===== src/include/swt_params.svh =====
// Register offsets, field positions and response codes for the square wave timer channel
`ifndef SWT_PARAMS_SVH
`define SWT_PARAMS_SVH
`define SWT_OFF_CLK_EN      8'h00
`define SWT_OFF_PRESCALE    8'h04
`define SWT_OFF_MODE        8'h08
`define SWT_OFF_RELOAD      8'h0c
`define SWT_OFF_OUT_CTRL    8'h10
`define SWT_OFF_START       8'h14
`define SWT_OFF_STATUS      8'h18
`define SWT_OFF_COUNT       8'h1c
`define SWT_GATE_BIT        0
`define SWT_PRS_MSB         3
`define SWT_CKS_HI          15
`define SWT_CKS_LO          14
`define SWT_CCS_BIT         12
`define SWT_SPLIT_BIT       11
`define SWT_STS_MSB         10
`define SWT_STS_LSB         8
`define SWT_CIS_MSB         7
`define SWT_CIS_LSB         6
`define SWT_MD_MSB          3
`define SWT_MD_START_BIT    0
`define SWT_MODE_WMASK      16'hdfcf
`define SWT_OC_ENABLE_BIT   0
`define SWT_OC_MODE_BIT     1
`define SWT_OC_LEVEL_BIT    2
`define SWT_ST_RUN_BIT      0
`define SWT_ST_EVENT_BIT    1
`define SWT_ST_OUT_BIT      2
`define SWT_MD_INTERVAL     3'h0
`define SWT_RESP_OKAY       2'h0
`define SWT_RESP_SLVERR     2'h2
`endif


===== src/include/swt_pkg.sv =====
// Types shared by the square wave timer channel
package swt_pkg;
    typedef logic [15:0] swt_word_type;
    typedef logic [1:0]  swt_resp_type;
    typedef enum logic [1:0] {
        SWT_CLK0,
        SWT_CLK2,
        SWT_CLK1,
        SWT_CLK3
    } swt_clk_sel_type;
endpackage


===== src/include/swt_tick_if.sv =====
// Count clock ticks passed from the prescaler to the channel
`timescale 1ns/1ps
`default_nettype none
interface swt_tick_if;
    logic [3:0] tick;
    logic       gate;
    modport src (output tick, input gate);
    modport dst (input tick, output gate);
endinterface
`default_nettype wire


===== src/hw/swt_channel_top.sv =====
// Square wave timer channel with AXI4-Lite registers
//
// The implementer's own choices: the address map and the AXI4-Lite interface to the registers.
`timescale 1ns/1ps
`default_nettype none
`include "swt_params.svh"
// Overview of operation
// - Invert wave output on each channel event while output enabled and output mode clear
// - At zero reload counter, raise event, toggle if output enabled and output mode clear
// - Wave output low after reset
// - Gate bit zero stops unit clock
// - Clock zero is fclk over two^field
// - Mode bits 15:14 pick prescaled clock
// - Mode register holds documented fields
// - Half period is reload plus one ticks
// - Output mode clear: toggle on own event
// - Enable set: timer drives, level writes ignored
// - Count down; start bit zero: no start event
module swt_channel_top (
    input  wire logic                 aclk,
    input  wire logic                 aresetn,
    input  wire logic [7:0]           s_axi_awaddr,
    input  wire logic                 s_axi_awvalid,
    output logic                      s_axi_awready,
    input  wire logic [31:0]          s_axi_wdata,
    input  wire logic [3:0]           s_axi_wstrb,
    input  wire logic                 s_axi_wvalid,
    output logic                      s_axi_wready,
    output swt_pkg::swt_resp_type     s_axi_bresp,
    output logic                      s_axi_bvalid,
    input  wire logic                 s_axi_bready,
    input  wire logic [7:0]           s_axi_araddr,
    input  wire logic                 s_axi_arvalid,
    output logic                      s_axi_arready,
    output logic [31:0]               s_axi_rdata,
    output swt_pkg::swt_resp_type     s_axi_rresp,
    output logic                      s_axi_rvalid,
    input  wire logic                 s_axi_rready,
    output logic                      wave_out_pin,
    output logic                      chan_irq_event
);
    import swt_pkg::*;

    // ------------------------------------------------------------
    // State
    // ------------------------------------------------------------
    typedef struct packed {
        logic [7:0]      clk_en;
        swt_word_type    prescale;
        swt_word_type    mode;
        swt_word_type    reload;
        logic [2:0]      out_ctrl;
        logic            running;
        logic            start_pend;
        logic            event_seen;
        logic            wave;
        logic            irq;
        logic            aw_got;
        logic [7:0]      aw_addr;
        logic            w_got;
        logic [31:0]     w_data;
        logic [3:0]      w_strb;
        logic            bvalid;
        swt_resp_type    bresp;
        logic            rvalid;
        logic [31:0]     rdata;
        swt_resp_type    rresp;
    } swt_state_type;
    swt_state_type s_q;
    swt_state_type s_d;

    swt_tick_if      tk ();
    logic [3:0]      prs_sel [4];
    logic            load;
    logic            expired;
    logic            cnt_tick;
    logic [15:0]     count;
    logic            evt;
    logic            do_write;
    swt_clk_sel_type csel;

    // ------------------------------------------------------------
    // Clock gating and prescaler
    // ------------------------------------------------------------
    assign tk.gate = s_q.clk_en[`SWT_GATE_BIT];
    for (genvar i = 0; i < 4; i++) begin : g_sel
        assign prs_sel[i] = s_q.prescale[4*i +: 4];
    end

    swt_prescaler #(.DIV_W(16)) u_pre (
        .aclk    (aclk),
        .aresetn (aresetn),
        .prs_sel (prs_sel),
        .tk      (tk)
    );

    // Map the two-bit operation clock field to a tick line
    function automatic logic pick_tick(input swt_clk_sel_type c, input logic [3:0] t);
        case (c)
            SWT_CLK0: return t[0];
            SWT_CLK2: return t[2];
            SWT_CLK1: return t[1];
            SWT_CLK3: return t[3];
            default:  return 1'b0;
        endcase
    endfunction

    assign csel     = swt_clk_sel_type'(s_q.mode[`SWT_CKS_HI:`SWT_CKS_LO]);
    assign cnt_tick = s_q.running && pick_tick(csel, tk.tick);
    assign load     = s_q.start_pend;

    swt_counter #(.CNT_W(16)) u_cnt (
        .aclk    (aclk),
        .aresetn (aresetn),
        .load    (load),
        .tick    (cnt_tick),
        .reload  (s_q.reload),
        .expired (expired),
        .count   (count)
    );

    // Channel event: every expiry, or start when the start option is set
    assign evt = expired || (load && s_q.mode[`SWT_MD_START_BIT]);

    assign do_write = s_q.aw_got && s_q.w_got && !s_q.bvalid;

    // Byte-lane merge of a write into a 16-bit register
    function automatic swt_word_type merge16(input swt_word_type old, input logic [31:0] d,
                                             input logic [3:0] st);
        swt_word_type r;
        r = old;
        if (st[0]) r[7:0]  = d[7:0];
        if (st[1]) r[15:8] = d[15:8];
        return r;
    endfunction

    // ------------------------------------------------------------
    // Next state
    // ------------------------------------------------------------
    always_comb begin
        s_d = s_q;
        s_d.start_pend = 1'b0;
        s_d.irq = evt;
        if (s_q.start_pend) begin
            s_d.running = 1'b1;
        end
        if (!tk.gate) begin
            s_d.running = 1'b0;
        end
        // Master mode toggles on own event while timer output enabled
        if (evt && s_q.out_ctrl[`SWT_OC_ENABLE_BIT] && !s_q.out_ctrl[`SWT_OC_MODE_BIT]) begin
            s_d.wave = !s_q.wave;
        end
        // Write channel
        if (s_axi_awvalid && !s_q.aw_got) begin
            s_d.aw_got  = 1'b1;
            s_d.aw_addr = s_axi_awaddr;
        end
        if (s_axi_wvalid && !s_q.w_got) begin
            s_d.w_got  = 1'b1;
            s_d.w_data = s_axi_wdata;
            s_d.w_strb = s_axi_wstrb;
        end
        if (do_write) begin
            s_d.aw_got = 1'b0;
            s_d.w_got  = 1'b0;
            s_d.bvalid = 1'b1;
            s_d.bresp  = `SWT_RESP_OKAY;
            case ({s_q.aw_addr[7:2], 2'b00})
                `SWT_OFF_CLK_EN: begin
                    if (s_q.w_strb[0]) s_d.clk_en = s_q.w_data[7:0];
                end
                `SWT_OFF_PRESCALE: s_d.prescale = merge16(s_q.prescale, s_q.w_data, s_q.w_strb);
                `SWT_OFF_MODE: begin
                    s_d.mode = merge16(s_q.mode, s_q.w_data, s_q.w_strb) & `SWT_MODE_WMASK;
                end
                `SWT_OFF_RELOAD: s_d.reload = merge16(s_q.reload, s_q.w_data, s_q.w_strb);
                `SWT_OFF_OUT_CTRL: begin
                    if (s_q.w_strb[0]) begin
                        s_d.out_ctrl[1:0] = s_q.w_data[1:0];
                        // Level write only takes while timer output disabled
                        if (!s_q.out_ctrl[`SWT_OC_ENABLE_BIT]) begin
                            s_d.wave = s_q.w_data[`SWT_OC_LEVEL_BIT];
                        end
                    end
                end
                `SWT_OFF_START: begin
                    if (s_q.w_strb[0] && tk.gate) begin
                        s_d.start_pend = s_q.w_data[0];
                        s_d.running    = s_q.running && s_q.w_data[0];
                    end
                end
                `SWT_OFF_STATUS: begin
                    if (s_q.w_strb[0] && s_q.w_data[`SWT_ST_EVENT_BIT]) begin
                        s_d.event_seen = 1'b0;
                    end
                end
                `SWT_OFF_COUNT: s_d.bresp = `SWT_RESP_OKAY;
                default: s_d.bresp = `SWT_RESP_SLVERR;
            endcase
        end
        if (s_q.bvalid && s_axi_bready) begin
            s_d.bvalid = 1'b0;
        end
        // Event sets after any clear so set wins
        if (evt) begin
            s_d.event_seen = 1'b1;
        end
        // Read channel
        if (s_q.rvalid && s_axi_rready) begin
            s_d.rvalid = 1'b0;
        end
        if (s_axi_arvalid && !s_q.rvalid) begin
            s_d.rvalid = 1'b1;
            s_d.rresp  = `SWT_RESP_OKAY;
            s_d.rdata  = '0;
            case ({s_axi_araddr[7:2], 2'b00})
                `SWT_OFF_CLK_EN:   s_d.rdata[7:0]  = s_q.clk_en;
                `SWT_OFF_PRESCALE: s_d.rdata[15:0] = s_q.prescale;
                `SWT_OFF_MODE:     s_d.rdata[15:0] = s_q.mode;
                `SWT_OFF_RELOAD:   s_d.rdata[15:0] = s_q.reload;
                `SWT_OFF_OUT_CTRL: s_d.rdata[2:0]  = {s_q.wave, s_q.out_ctrl[1:0]};
                `SWT_OFF_START:    s_d.rdata[0]    = s_q.running;
                `SWT_OFF_STATUS:   s_d.rdata[2:0]  = {s_q.wave, s_q.event_seen, s_q.running};
                `SWT_OFF_COUNT:    s_d.rdata[15:0] = count;
                default:           s_d.rresp       = `SWT_RESP_SLVERR;
            endcase
        end
    end

    always_ff @(posedge aclk) begin
        if (!aresetn) begin
            s_q <= '0;
        end else begin
            s_q <= s_d;
        end
    end

    // ------------------------------------------------------------
    // Outputs
    // ------------------------------------------------------------
    assign s_axi_awready  = !s_q.aw_got;
    assign s_axi_wready   = !s_q.w_got;
    assign s_axi_bvalid   = s_q.bvalid;
    assign s_axi_bresp    = s_q.bresp;
    assign s_axi_arready  = !s_q.rvalid;
    assign s_axi_rvalid   = s_q.rvalid;
    assign s_axi_rdata    = s_q.rdata;
    assign s_axi_rresp    = s_q.rresp;
    assign wave_out_pin   = s_q.wave;
    assign chan_irq_event = s_q.irq;
endmodule
`default_nettype wire


===== src/hw/swt_counter.sv =====
// Down-counter with reload for the channel
`timescale 1ns/1ps
`default_nettype none
module swt_counter #(
    parameter int CNT_W = 16
) (
    input  wire logic             aclk,
    input  wire logic             aresetn,
    input  wire logic             load,
    input  wire logic             tick,
    input  wire logic [CNT_W-1:0] reload,
    output logic                  expired,
    output logic      [CNT_W-1:0] count
);
    typedef struct packed {
        logic [CNT_W-1:0] cnt;
    } swt_cnt_state_type;
    swt_cnt_state_type s_q;
    swt_cnt_state_type s_d;

    initial begin
        if (CNT_W < 2 || CNT_W > 16) $error("swt_counter: CNT_W out of range");
    end

    assign expired = tick && !load && s_q.cnt == '0;
    assign count   = s_q.cnt;

    always_comb begin
        s_d = s_q;
        if (load || expired) begin
            s_d.cnt = reload;
        end else if (tick) begin
            s_d.cnt = s_q.cnt - CNT_W'(1);
        end
    end

    always_ff @(posedge aclk) begin
        if (!aresetn) begin
            s_q <= '0;
        end else begin
            s_q <= s_d;
        end
    end
endmodule
`default_nettype wire


===== src/hw/swt_prescaler.sv =====
// Prescaler making the four operation clock ticks
`timescale 1ns/1ps
`default_nettype none
`include "swt_params.svh"
module swt_prescaler #(
    parameter int DIV_W = 16
) (
    input  wire logic       aclk,
    input  wire logic       aresetn,
    input  wire logic [3:0] prs_sel [4],
    swt_tick_if.src         tk
);
    import swt_pkg::*;
    typedef struct packed {
        logic [DIV_W-1:0] div;
    } swt_pre_state_type;
    swt_pre_state_type s_q;
    swt_pre_state_type s_d;
    logic [DIV_W:0] nxt;

    initial begin
        if (DIV_W != 16) $error("swt_prescaler: DIV_W must be 16");
    end

    // Tick when all bits below the selected power are ones
    function automatic logic tick_at(input logic [DIV_W-1:0] d, input logic [3:0] p);
        logic [DIV_W-1:0] m;
        m = (DIV_W'(1) << p) - DIV_W'(1);
        return (d & m) == m;
    endfunction

    always_comb begin
        nxt = {1'b0, s_q.div} + (DIV_W+1)'(1);
        s_d = s_q;
        if (tk.gate) begin
            s_d.div = nxt[DIV_W-1:0];
        end
    end

    always_ff @(posedge aclk) begin
        if (!aresetn) begin
            s_q <= '0;
        end else begin
            s_q <= s_d;
        end
    end

    for (genvar i = 0; i < 4; i++) begin : g_tick
        assign tk.tick[i] = tk.gate & tick_at(s_q.div, prs_sel[i]);
    end
endmodule
`default_nettype wire


===== config.mk =====
export PLATFORM = sky130hd
export DESIGN_NAME = swt_channel_top
export DESIGN_NICKNAME = d
export VERILOG_FILES = /design/src/include/swt_pkg.sv /design/src/include/swt_tick_if.sv /design/src/hw/swt_channel_top.sv /design/src/hw/swt_counter.sv /design/src/hw/swt_prescaler.sv
export VERILOG_INCLUDE_DIRS = /design/src /design/src/include
export SDC_FILE = /design/constraint.sdc
export NUM_CORES = 1
export LEC_CHECK = 0
export ABC_AREA = 0
export ABC_CLOCK_PERIOD_IN_PS = 6300
export BUFFER_PORTS_ARGS = -buffer_cell sky130_fd_sc_hd__buf_2
export CORE_MARGIN = 1
export CORE_UTILIZATION = 45
export DETAILED_ROUTE_END_ITERATION = 7
export GPL_ROUTABILITY_DRIVEN = 0
export MAX_ROUTING_LAYER = met4
export PLACE_DENSITY = 0.67
export RECOVER_POWER = 50
export SETUP_SLACK_MARGIN = 0.3
export SLEW_MARGIN = 10
export SYNTH_ARGS = -nofsm -noshare
export SYNTH_HDL_FRONTEND = slang
export SYNTH_SLANG_ARGS = --single-unit

===== constraint.sdc =====
create_clock -name aclk -period 6.3 [get_ports aclk]
set_clock_uncertainty 0.15 [all_clocks]
set_input_delay 0.63 -clock aclk [delete_from_list [all_inputs] [get_ports aclk]]
set_output_delay 0.63 -clock aclk [all_outputs]
set_load 0.03 [all_outputs]

## Word-level counts from Yosys, hierarchy flattened

Cells that the tools add are included.

| word-level totals | value |
|---|---|
| bits in registers | 142 |
| input port bits | 59 |
| output and inout port bits | 43 |
| logic and storage cells | 137 |

| operators by class | value |
|---|---|
| $add $sub $neg | 6 |
| equality and inequality tests | 21 |
| shift-type cells | 4 |
| multiplexer cells | 23 |
| bitwise operators | 9 |
| reductions and logical operators | 49 |

Operators by type and width:

| kind | count |
|---|---|
| bitwise AND 16 bit | 4 |
| == test 16 bit | 4 |
| left shift 1 x 4 -> 16 bit (first input constant) | 4 |
| subtractor 16 x 2 -> 16 bit (second input constant) | 4 |
| == test 6 x 3 -> 1 bit (second input constant) | 8 |
| two-way mux 35 bit | 1 |
| two-way mux 16 bit | 2 |
| case mux 8 bit (4 select lines) | 1 |
| AND reduction 3 bit | 9 |
| case mux 5 bit (5 select lines) | 1 |
| == test 6 x 2 -> 1 bit (second input constant) | 4 |
| adder 16 x 1 -> 16 bit (second input constant) | 1 |
| logical AND 1 bit | 16 |
| logical NOT 16 bit | 1 |
| OR reduction 8 bit | 2 |
| subtractor 16 x 1 -> 16 bit (second input constant) | 1 |
| case mux 2 bit (7 select lines) | 1 |
| == test 6 x 1 -> 1 bit (second input constant) | 2 |
| logical NOT 6 bit | 2 |
| two-way mux 1 bit | 10 |
| nonzero test 2 bit | 5 |
| two-way mux 2 bit | 4 |
| logical NOT 1 bit | 7 |
| case mux 1 bit (7 select lines) | 1 |
| 10 further kinds | 17 |

## Longest topological paths before layout

Gate-level depths: netlist of the first run.

| depth | value |
|---|---|
| word-level depth | 18 |
| gate-level depth with buffers | 16 |
| gate-level depth less buffers | 12 |

## Cells and area by module

Synthesis of the first run repeated with hierarchy kept, for this count alone.

| unflattened totals | value |
|---|---|
| cells, all modules | 909 |
| area, all modules | 7831.3 um^2 |

Modules (own cells, without submodules):

| module | instances | cells an instance | area each (um^2) | seq. area each (um^2) |
|---|---|---|---|---|
| swt_channel_top | 1 | 532 | 4963.5 | 2122.0 |
| swt_prescaler | 1 | 267 | 1819.2 | 300.3 |
| swt_counter | 1 | 110 | 1048.5 | 320.3 |

## Least setup slack after synthesis of the first run

OpenSTA, ideal clock, no wires.

| timing path | value |
|---|---|
| path kind | reg-to-reg |
| from | reg s_q, in the netlist prs_sel[5] |
| to | reg u_cnt.s_q, in the netlist u_cnt.count[7] |
| library setup time | 0.074 ns |
| arrival time | 3.630 ns |
| data required time | 6.076 ns |
| path slack | 2.446 ns |
| cell stages (with the launch flop) | 15 |
| path buffers | 3 |
| period minus slack after synthesis | 3.854 ns |
| path through | dfxtp_1 > buf_2 > clkbuf_1 > or4_1 > ha_1 > buf_2 > nand4b_1 > o22ai_1 > a311oi_1 > o2111ai_1 > o41ai_1 > o32ai_2 > or4_1 > or4_1 > a31oi_1 |

| on the way | value |
|---|---|
| word-level cells in the longest chain between the ends | 11 |
| elaborated cells on any way between the ends | 12 |
| classes of those cells | 1 x add/sub; 1 x eq/ne; 1 x shift; 2 x mux; 2 x bitwise; 5 x reduce/logical |

Ends and longest elaborated chain:

| item | line | text |
|---|---|---|
| start, declared | swt_channel_top.sv:69 | `swt_state_type s_q;` |
| start signal, assigned | swt_channel_top.sv:233 | `s_q <= '0;` |
| start signal, assigned | swt_channel_top.sv:235 | `s_q <= s_d;` |
| left shift 1 x 4 -> 16 bit * | swt_prescaler.sv:28 | `m = (DIV_W'(1) << p) - DIV_W'(1);` |
| subtractor 16 x 2 -> 16 bit * | swt_prescaler.sv:28 |  |
| bitwise AND 16 bit | swt_prescaler.sv:29 | `return (d & m) == m;` |
| == test 16 bit * | swt_prescaler.sv:29 |  |
| bitwise AND 1 bit * | swt_prescaler.sv:49 | `assign tk.tick[i] = tk.gate & tick_at(s_q.div, prs_sel[i]);` |
| case mux 1 bit (4 select lines) * | swt_channel_top.sv:99 | `case (c)` |
| logical AND 1 bit * | swt_channel_top.sv:109 | `assign cnt_tick = s_q.running && pick_tick(csel, tk.tick);` |
| logical AND 1 bit (2 in a row) | swt_counter.sv:25 | `assign expired = tick && !load && s_q.cnt == '0;` |
| logical OR 1 bit | swt_counter.sv:30 | `if (load \|\| expired) begin` |
| two-way mux 16 bit / nonzero test 2 bit (equally long branches) | - |  |
| end signal, assigned | swt_counter.sv:39 | `s_q <= '0;` |
| end signal, assigned | swt_counter.sv:41 | `s_q <= s_d;` |
| end, declared | swt_counter.sv:18 | `swt_cnt_state_type s_q;` |

Mark *: on every way between the ends. The rest lies on a longest branch, timed or not.
A chain may end at the register's enable or synchronous reset.

## Worst setup path in the final report of the first run

| timing path | value |
|---|---|
| from | reg s_q, in the netlist prs_sel[6] |
| to | reg u_cnt.s_q, in the netlist u_cnt.count[7] |

The elaborated chain is that of the path after synthesis.

==> summary.md, run 1 <==
| Metric | Value |
|---|---|
| Yosys warning count | 0 |
| Number of enable-type register cells in the synthesized netlist | 0 |
| Dpl hpwl | 13600 um |
| Synth Area in XOR/XNOR | 2.37% |
| Fraction of synthesis flops using an asynchronous set or reset pin | 0% |
| Syn Std Cell Area | 0.00776 mm^2 |
| Starting utilization of the core area | 46.5% |
| Flip-flop and latch count after synthesis | 137 |
| Maximum clock rate | 224 MHz |
| Drt first pass iters | 5 |
| Nature of the critical path endpoint | flop |
| DIE HEIGHT | 133 um |
| Number of hold violations in the final report | 0 |
| Final routed DRC violation total | 0 |
| Critical path type | flop to flop |
| Max FO, Critical Path | 25 |
| Antenna Diode Count | 0 |
| Violated checks | max-capacitance violations, max-slew violations |
| Post-route fraction of the period consumed by the critical path | 70.8% |
| Count of input and output buffers | 61 |
| Per-cell routed wire length | 17.4 um |
| Instance count of the mapped netlist | 950 |
| Final routed wirelength across all metal layers | 20500 um |
| Data arrival time of the critical path | 4.64 ns |
| Worst flop-to-flop path startpoint | prs_sel[6] |
| Logic depth of the worst register-to-register path | 12 |
| Run status | finished with violations |
| Setup slack of the worst register-to-register path | 1.84 ns |
| Library cell occupying the most area in the post-synthesis netlist | dfxtp_1 |
| # IOs | 102 |
| Number of levels in the clock H-tree | 4 |
| Share of synthesized area occupied by flip-flops and latches | 35.3% |
| Startpoint class of the critical path | flop |
| Count of standard-cell rows | 47 |
| Final setup violation count | 0 |
| Vias in the first global route | 6159 |
| Clock latency on the worst-skew pair | 0.43 ns |
| Root buffer selected by CTS | clkbuf_16 |
| Detailed router's first-iteration violation count | 707 |
| Terminus of the critical flop-to-flop path | u_cnt.count[7] |
| CTS Buf Count | 17 |
| Num Clock Sinks | 137 |
| Number of nets still failing antenna checks after routing | 0 |
| Filler cells | 1657 |
| Multiplexer share of the synthesized area | 10.7% |
| Clock tree from TritonCTS | yes |
| Power density over cell area | 247 mW/mm^2 |
| Total Neg Setup Slack | 0 ns |
| Cts hold-fix bufs | 0 |
| Slew at the pin closest to its max-slew limit | 3.01 ns |
| Tightest slew margin relative to the limit | -101% |
| Unrepaired setup endpoints after global routing | no |
| Minimum clock period | 4.46 ns |
| Number of vias per cell | 5.79 |
| Layout cells sized above 1 | 9.74% |
| Area of the die | 0.0178 mm^2 |
| Min-Delay Path Class | primary input to flop |
| Share of Yosys cell area claimed by the top area cell type | 35.3% |
| Number of distinct library cells after synthesis | 72 |
| Setup WS post-layout | 1.84 ns |
| Clock transition at the registers of the reported paths | 0.06 ns |
| Total congestion overflow | 0 |
| Critical Path Sink | u_cnt.count[7] |
| Main synth FF type | dfxtp_1 |
| Area Overhead vs Synth | 9.09% |
| Worst IR Drop VDD | 0.196 mV |
| Standby leakage power | 0.00312 uW |
| Max-Cap Viols | 2 |
| Max-slew violation total from the final report | 111 |
| Initial antenna violation count | 0 |
| Largest family of logic cells by synthesized area | simple AND/OR/NAND/NOR gates |
| Pin count of the biggest net entering global routing | 80 |
| Routed via count | 6804 |
| Setup WS pre-CTS | 1.89 ns |
| Number of buffers on the longest clock path | 2 |
| First-pass GRT wire length | 33300 um |
| Share of the synthesized area in compound gates (AO/OA/AOI/OAI) | 18.1% |
| Post-CTS sizing | 0 |
| Area of the core | 0.0167 mm^2 |
| Adder and majority gate portion of the synthesized area | 1.10% |
| Worst Setup SP | prs_sel[6] |
| Overall global routing resource usage | 24.4% |
| Simple-Gate Fraction of Synth Area | 23.8% |
| Synthesized area divided by synthesized cell count | 8.17 um^2 |
| Count of nets after finishing | 1008 |
| Count of buffers added by post-CTS timing repair for setup | 0 |
| Die span in x | 133 um |
| Data required time of the critical path | 6.48 ns |
| Leading cell types by total area after synthesis | dfxtp_1 (35%), mux2i_1 (8.8%), nand2_1 (5.0%) |
-- worst max-delay path, stage by stage, from the launching register on --
cell,delay [ns]
dfxtp_1,0.50
or4_1,0.55
ha_1,0.35
or4b_1,0.23
o22ai_1,0.08
a311oi_1,0.32
o2111ai_1,0.15
o41ai_1,0.54
o32ai_2,0.16
buf_4,0.25
or4_1,0.50
or4_1,0.41
a31oi_1,0.17
-- cell usage after synthesis, types with 7 or more instances --
library cell and n:
buf_2 16, o221a_2 7, a21oi_1 51, o22ai_1 7, inv_1 25, a22o_1 10, nor2_1 76, mux2i_1 68
nor4_1 11, nor2b_1 59, dfxtp_1 137, mux2_2 9, buf_4 38, nor3_1 26, xnor2_1 15, a31oi_1 13
o21ai_0 32, and3_1 11, nand2_1 103, clkbuf_1 53, a22oi_1 9, and2_1 19, nand2b_1 9, nand3_1 10
or3_1 17
-- cell type report --
type | count | area, um^2 | share of cell area, %
flip-flops and latches | 137 | 2740 | 32.4
repair buffers | 67 | 308 | 3.63
clock inverters | 13 | 193 | 2.28
clock buffers | 18 | 439 | 5.19
well taps | 220 | 275 | 3.25
inverters | 26 | 97.6 | 1.15
multi-input cells | 694 | 4410 | 52.1
-- state kept, by name, summed over array words and instances, names as in the netlist --
name	flops
s_axi_rdata	16
csel	2
chan_irq_event	1
s_axi_bvalid	1
u_pre.s_q	15
prs_sel	16
s_axi_rresp	1
u_cnt.count	16
s_axi_bresp	1
s_axi_rvalid	1
wave_out_pin	1
load	1
s_q	65
-- routing by layer --
metal	track usage [%]	share of wire, %	up-vias
met5	-	0	-
met4	7.13	1.2	0
met3	5.21	7.5	26
met2	34.5	44	273
met1	34.6	48	3203
li1	-	-	3302
-- through the flow --
stage | area (um^2) | power (uW) | utilization, % | hold WS [ns] | cells
2_1_floorplan | 7830 | 1000 | - | 0.287 | 967
3_3_place_gp | 7880 | 1030 | 47.2 | 0.295 | 1144
3_5_place_dp | 7880 | 1030 | 47.2 | 0.318 | 1144
4_1_cts | 8510 | 2100 | 51.0 | 0.229 | 1175
5_1_grt | 8470 | 2160 | 50.7 | 0.233 | 1175
6_report | 8470 | 2090 | 50.7 | 0.237 | 1175
-- worst min-delay path by stage --
| stage | from | to | slack (ns) | depth (start not counted) |
|---|---|---|---|---|
| after floorplan | s_q[39] | s_q[39] | 0.29 | 2 |
| after global placement | s_q[39] | s_q[39] | 0.29 | 2 |
| after global routing | s_axi_rready | s_axi_rvalid | 0.23 | 2 |
| after CTS | s_axi_rready | s_axi_rvalid | 0.23 | 2 |
| final | s_axi_rready | s_axi_rvalid | 0.24 | 2 |
| after detailed placement | s_q[38] | s_q[38] | 0.32 | 2 |
-- cells in the final DEF (no fill, tap or decap), types with 6 or more instances in the layout --
cell / synthesis / routed
a221oi_1: 6 / 6
nor3_1: 26 / 26
or3_1: 17 / 17
nand2_1: 103 / 103
mux2i_1: 68 / 68
a22o_1: 10 / 10
conb_1: 1 / 18
clkbuf_1: 53 / 28
nand2b_1: 9 / 9
nand3_1: 10 / 10
a31oi_1: 13 / 13
o21ai_0: 32 / 32
o221a_2: 7 / 7
a22oi_1: 9 / 9
o22ai_1: 7 / 7
clkbuf_16: 0 / 17
xor2_1: 6 / 6
and3_1: 11 / 11
dfxtp_1: 137 / 137
and2_1: 19 / 13
inv_1: 25 / 25
mux2_2: 9 / 9
buf_2: 16 / 36
ha_1: 6 / 6
and2_0: 1 / 7
nor2_1: 76 / 76
xnor2_1: 15 / 15
nor4_1: 11 / 11
a21oi_1: 51 / 51
nor2b_1: 59 / 58
-- where the power goes --
part	internal [uW]	switching, uW
sequential	881	16.6
clock	676	406
combinational	33.4	78.3
total	1590	501
-- logic make-up after synthesis --
group                    after synthesis
XOR/XNOR                              21
AND/OR/NAND/NOR                      368
AO/OA/AOI/OAI                        201
flip-flops                           137
multiplexers                          79
adder cells (fa/ha/maj)                7
other                                  1
buffers and inverters                136
No activity file was read; power rests on OpenSTA's default activity.
==> inputs of run 2 (changes only) <==
- ABC_CLOCK_PERIOD_IN_PS: 6300 -> 4600
- clock period: 6.3 -> 4.6 ns (I/O delays scaled with it)
==> summary.md, run 2 (synthesized netlist as in run 1, its figures left out) <==
| Metric | Value |
|---|---|
| Detailed router's first-iteration violation count | 630 |
| Antenna Diode Count | 0 |
| Reg with most FFs | s_q |
| Cell count after placement | 1156 |
| Standby leakage power | 0.00318 uW |
| Drt first pass iters | 6 |
| Number of levels in the clock H-tree | 4 |
| CTS Buf Count | 17 |
| Area Overhead vs Synth | 10.1% |
| Tightest slew margin relative to the limit | -99.0% |
| Die span in x | 133 um |
| Clock transition at the registers of the reported paths | 0.06 ns |
| Total Neg Setup Slack | 0 ns |
| DIE HEIGHT | 133 um |
| Routed via count | 6836 |
| Critical path type | flop to flop |
| Post-route fraction of the period consumed by the critical path | 85.6% |
| Unrepaired setup endpoints after global routing | no |
| Initial antenna violation count | 0 |
| Setup WS pre-CTS | 0.488 ns |
| Sw frac | 24.7% |
| Post-CTS sizing | 0 |
| Part of the power in the clock network | 50.0% |
| Register share of total power | 44.5% |
| Setup WS post-layout | 0.664 ns |
| Sum of internal, switching and leakage power | 2770 uW |
| Number of hold violations in the final report | 0 |
| Per-cell routed wire length | 17.0 um |
| Multi-input gate area in the final layout | 0.00442 mm^2 |
| Dpl hpwl | 13900 um |
| Combinational cell fraction of total power | 5.5% |
| Count of nets after finishing | 1020 |
| Count of input and output buffers | 61 |
| Max-Cap Viols | 2 |
| Data arrival time of the critical path | 4.11 ns |
| Non-filler cells, final | 1188 |
| Number of nets still failing antenna checks after routing | 0 |
| Power density over cell area | 323 mW/mm^2 |
| Setup slack of the worst register-to-register path | 0.66 ns |
| Clock tree from TritonCTS | yes |
| Switching Power | 683 uW |
| Final setup violation count | 0 |
| Final routed wirelength across all metal layers | 20300 um |
| Number of buffers on the longest clock path | 2 |
| Maximum clock rate | 254 MHz |
| Startpoint class of the critical path | flop |
| Flip-flop and latch area | 0.00274 mm^2 |
| Count of standard-cell rows | 47 |
| Area of the core | 0.0167 mm^2 |
| Flip-flop count of the largest register, all copies and words added | 65 |
| Total congestion overflow | 0 |
| Placed standard-cell area | 0.00798 mm^2 |
| Num Clock Sinks | 137 |
| Top library cells by usage in the layout, fill and taps aside | dfxtp_1 (136), nand2_1 (103), nor2_1 (76) |
| Data required time of the critical path | 4.77 ns |
| Nature of the critical path endpoint | flop |
| Minimum clock period | 3.94 ns |
| Internal power contribution | 2080 uW |
| Final routed DRC violation total | 0 |
| Max-slew violation total from the final report | 138 |
| Vias in the first global route | 6114 |
| Commonest non-fill, non-tap cell in the layout | dfxtp_1 |
| Number of vias per cell | 5.75 |
| Cts hold-fix bufs | 0 |
| Pin count of the biggest net entering global routing | 79 |
| Layout cells sized above 1 | 11.3% |
| Filler cells | 1608 |
| Overall global routing resource usage | 24.1% |
| Slew at the pin closest to its max-slew limit | 2.99 ns |
| Min-Delay Path Class | primary input to flop |
| Root buffer selected by CTS | clkbuf_16 |
| Violated checks | max-capacitance violations, max-slew violations |
| Worst IR Drop VDD | 0.272 mV |
| # IOs | 102 |
| First-pass GRT wire length | 32800 um |
| Run status | finished with violations |
| Clock latency on the worst-skew pair | 0.43 ns |
| Final design instance area without fill | 0.00855 mm^2 |
| Starting utilization of the core area | 46.5% |
| Count of buffers added by post-CTS timing repair for setup | 0 |
| Max FO, Critical Path | 25 |
| Area of the die | 0.0178 mm^2 |
## run 2: changes by cell type in the layout (fill, tap and decap cells not counted), moves of 2 or more
cell,change
and2_0,-2
and2_1,+2
buf_4,+12
bufinv_16,-2
clkinvlp_4,+2
## run 2: power groups by stage
stage | combinational, uW | sequential [uW] | clock, uW
2_1_floorplan | 127 | 1250 | 0
3_3_place_gp | 153 | 1250 | 0
3_5_place_dp | 154 | 1260 | 0
4_1_cts | 154 | 1230 | 1390
5_1_grt | 167 | 1230 | 1450
6_report | 152 | 1230 | 1380
## run 2: final timing paths
kind | to | startpoint | depth (start not counted)
worst min register to register | s_q[39] | s_q[39] | 2
worst max register to register | u_cnt.count[7] | prs_sel[4] | 12
worst min-delay path | s_axi_rvalid | s_axi_rready | 2
worst max-delay path | u_cnt.count[7] | prs_sel[4] | 12
## run 2: critical path, stage by stage, from the launching register on
cell,delay (ns)
dfxtp_1,0.30
or4_1,0.53
ha_2,0.28
or4b_1,0.21
o22ai_1,0.08
a311oi_1,0.28
o2111ai_1,0.16
o41ai_2,0.42
o32ai_2,0.16
buf_12,0.18
or4_1,0.49
or4_1,0.41
a31oi_1,0.16
## run 2: metal layers
metal  part of all wire (%)  wire, um  GRT usage (%)
met2                     43      8670           33.8
met4                    2.0       402           9.15
met3                    6.8      1380           4.68
met5                      0         0              -
met1                     48      9800           33.8
## run 2: layout make-up
type / count / share of cell area [%]
Clock buffer: 19 / 5.30
Clock inverter: 13 / 1.68
Inverter: 26 / 1.14
Multi-Input combinational cell: 694 / 51.7
Sequential cell: 137 / 32.1
Tap cell: 220 / 3.22
Timing Repair Buffer: 79 / 4.83
## run 2: stage by stage
step / hold WS, ns / util [%]
2_1_floorplan: 0.287 / -
3_3_place_gp: 0.296 / 47.8
3_5_place_dp: 0.317 / 47.8
4_1_cts: 0.0541 / 51.4
5_1_grt: 0.0771 / 51.2
6_report: 0.0632 / 51.2
==> inputs of run 3 (changes only) <==
- BUFFER_PORTS_ARGS: -buffer_cell sky130_fd_sc_hd__buf_2 -> -buffer_cell sky130_fd_sc_hd__buf_4
- RECOVER_POWER: 50 -> unset
==> summary.md, run 3 (synthesized netlist as in run 1, its figures left out) <==
| Metric | Value |
|---|---|
| Standby leakage power | 0.00338 uW |
| Power density over cell area | 322 mW/mm^2 |
| Layout cells sized above 1 | 14.9% |
| # IOs | 102 |
| Data required time of the critical path | 4.80 ns |
| Number of buffers on the longest clock path | 2 |
| Final routed wirelength across all metal layers | 20700 um |
| Minimum clock period | 4.01 ns |
| Max FO, Critical Path | 13 |
| Internal power contribution | 2130 uW |
| Max-slew violation total from the final report | 0 |
| Register share of total power | 43.3% |
| Num Clock Sinks | 137 |
| Min-Delay Path Class | primary input to flop |
| Root buffer selected by CTS | clkbuf_16 |
| Highest metal layer with signal wires | met4 |
| Final routed DRC violation total | 0 |
| Routed wl met2 | 9060 um |
| Flip-flop count of the largest register, all copies and words added | 65 |
| Maximum clock rate | 249 MHz |
| Switching Power | 709 uW |
| Unrepaired setup endpoints after global routing | no |
| Antenna Diode Count | 0 |
| Detailed route wirelength on metal3 | 1530 um |
| Worst IR Drop VDD | 0.291 mV |
| Count of nets after finishing | 1027 |
| Total congestion overflow | 0 |
| Setup WS post-layout | 0.590 ns |
| Combinational cell fraction of total power | 5.9% |
| Max-Cap Viols | 0 |
| Clock tree from TritonCTS | yes |
| Part of the power in the clock network | 50.8% |
| Commonest non-fill, non-tap cell in the layout | dfxtp_1 |
| Critical path, cell by cell | or4_1 -> ha_2 -> or4b_1 -> o22ai_1 -> a311oi_1 -> o2111ai_1 -> o41ai_2 -> o32ai_4 -> or4_1 -> or4_1 -> a31oi_1 |
| Starting utilization of the core area | 46.5% |
| Sw frac | 25.0% |
| Number of levels in the clock H-tree | 4 |
| Slew at the pin closest to its max-slew limit | 1.05 ns |
| Clock latency on the worst-skew pair | 0.43 ns |
| Number of vias per cell | 5.82 |
| Initial antenna violation count | 0 |
| Count of input and output buffers | 61 |
| Routed via count | 6950 |
| Tightest slew margin relative to the limit | 29.7% |
| Area of the die | 0.0178 mm^2 |
| Clock transition at the registers of the reported paths | 0.06 ns |
| Routed metal-1 wirelength | 9770 um |
| Area of the core | 0.0167 mm^2 |
| Total Neg Setup Slack | 0 ns |
| Post-route fraction of the period consumed by the critical path | 87.2% |
| Top library cells by usage in the layout, fill and taps aside | dfxtp_1 (136), nand2_1 (103), buf_4 (86) |
| Number of nets still failing antenna checks after routing | 0 |
| Cell seen most often among critical-path stages | or4_1 |
| Area Overhead vs Synth | 13.6% |
| Crit path max-delay cell type | or4_1 |
| Startpoint class of the critical path | flop |
| Drt first pass iters | 7 |
| CTS Buf Count | 17 |
| Run status | completed |
| Setup WS pre-CTS | 0.356 ns |
| Cts hold-fix bufs | 0 |
| Vias in the first global route | 6127 |
| Per-cell routed wire length | 17.3 um |
| Overall global routing resource usage | 24.1% |
| First-pass GRT wire length | 32800 um |
| Number of hold violations in the final report | 0 |
| Critical path type | flop to flop |
| Count of standard-cell rows | 47 |
| Detailed router's first-iteration violation count | 715 |
| Pin count of the biggest net entering global routing | 79 |
| Die span in x | 133 um |
| Final setup violation count | 0 |
| Slowest cell delay on critical path | 0.54 ns |
| Sum of internal, switching and leakage power | 2840 uW |
| DIE HEIGHT | 133 um |
| Dpl hpwl | 14100 um |
| Reg with most FFs | s_q |
| Data arrival time of the critical path | 4.21 ns |
| Nature of the critical path endpoint | flop |
## run 3: changes by cell type in the layout (fill, tap and decap cells not counted), sizes merged
cell and change:
buf +35, inv +2, bufinv +1, clkbuf -30, clkinv +1, clkinvlp -2
## run 3: power by group through the flow
stage                     Combinational [uW]  Sequential, uW  Clock (uW)
after floorplan                          127            1250           0
after global placement                   166            1250           0
after detailed placement                 167            1260           0
after CTS                                167            1230        1450
after global routing                     181            1230        1510
final                                    167            1230        1440
## run 3: stage by stage
stage	hold WS (ns)	area (um^2)	utilization, %	cells
CTS	0.0555	8790	52.6	1195
finish	0.0671	8820	52.8	1195
global route	0.0633	8820	52.8	1195
detailed placement	0.302	8170	48.9	1163
global placement	0.296	8170	48.9	1163
floorplan	0.287	7830	-	967
## run 3: final timing paths
path	cells after the start	startpoint	slack (ns)	end
worst max-delay path	11	prs_sel[7]	0.59	u_cnt.count[7]
worst min-delay path	2	s_axi_rready	0.07	s_axi_rvalid
worst max register to register	11	prs_sel[7]	0.59	u_cnt.count[7]
worst min register to register	2	s_q[39]	0.31	s_q[39]
## run 3: repair_timing
item | in CTS | in global routing
setup endpoints to repair | 0 | 7
buffers inserted | 0 | 0
resized for setup | 0 | 5
## run 3: critical path: cells and delay by family (launching register included)
family	cells	cell delay, ns
adder cells (fa/ha/maj)	1	0.29
AO/OA/AOI/OAI	6	1.46
AND/OR/NAND/NOR	4	1.61
flip-flops	1	0.42
## run 3: area by class of cell
cell class,count,area [um^2]
flip-flops and latches,137,2740
inverters,26,97.6
repair buffers,86,646
well taps,220,275
multi-input cells,694,4440
fillers,1611,7880
clock buffers,17,425
clock inverters,15,191
## run 3: routing by layer
layer,up-vias,track usage (%)
li1,3340,-
met3,30,4.68
met4,0,7.39
met1,3287,33.4
met2,293,35.3
met5,-,-
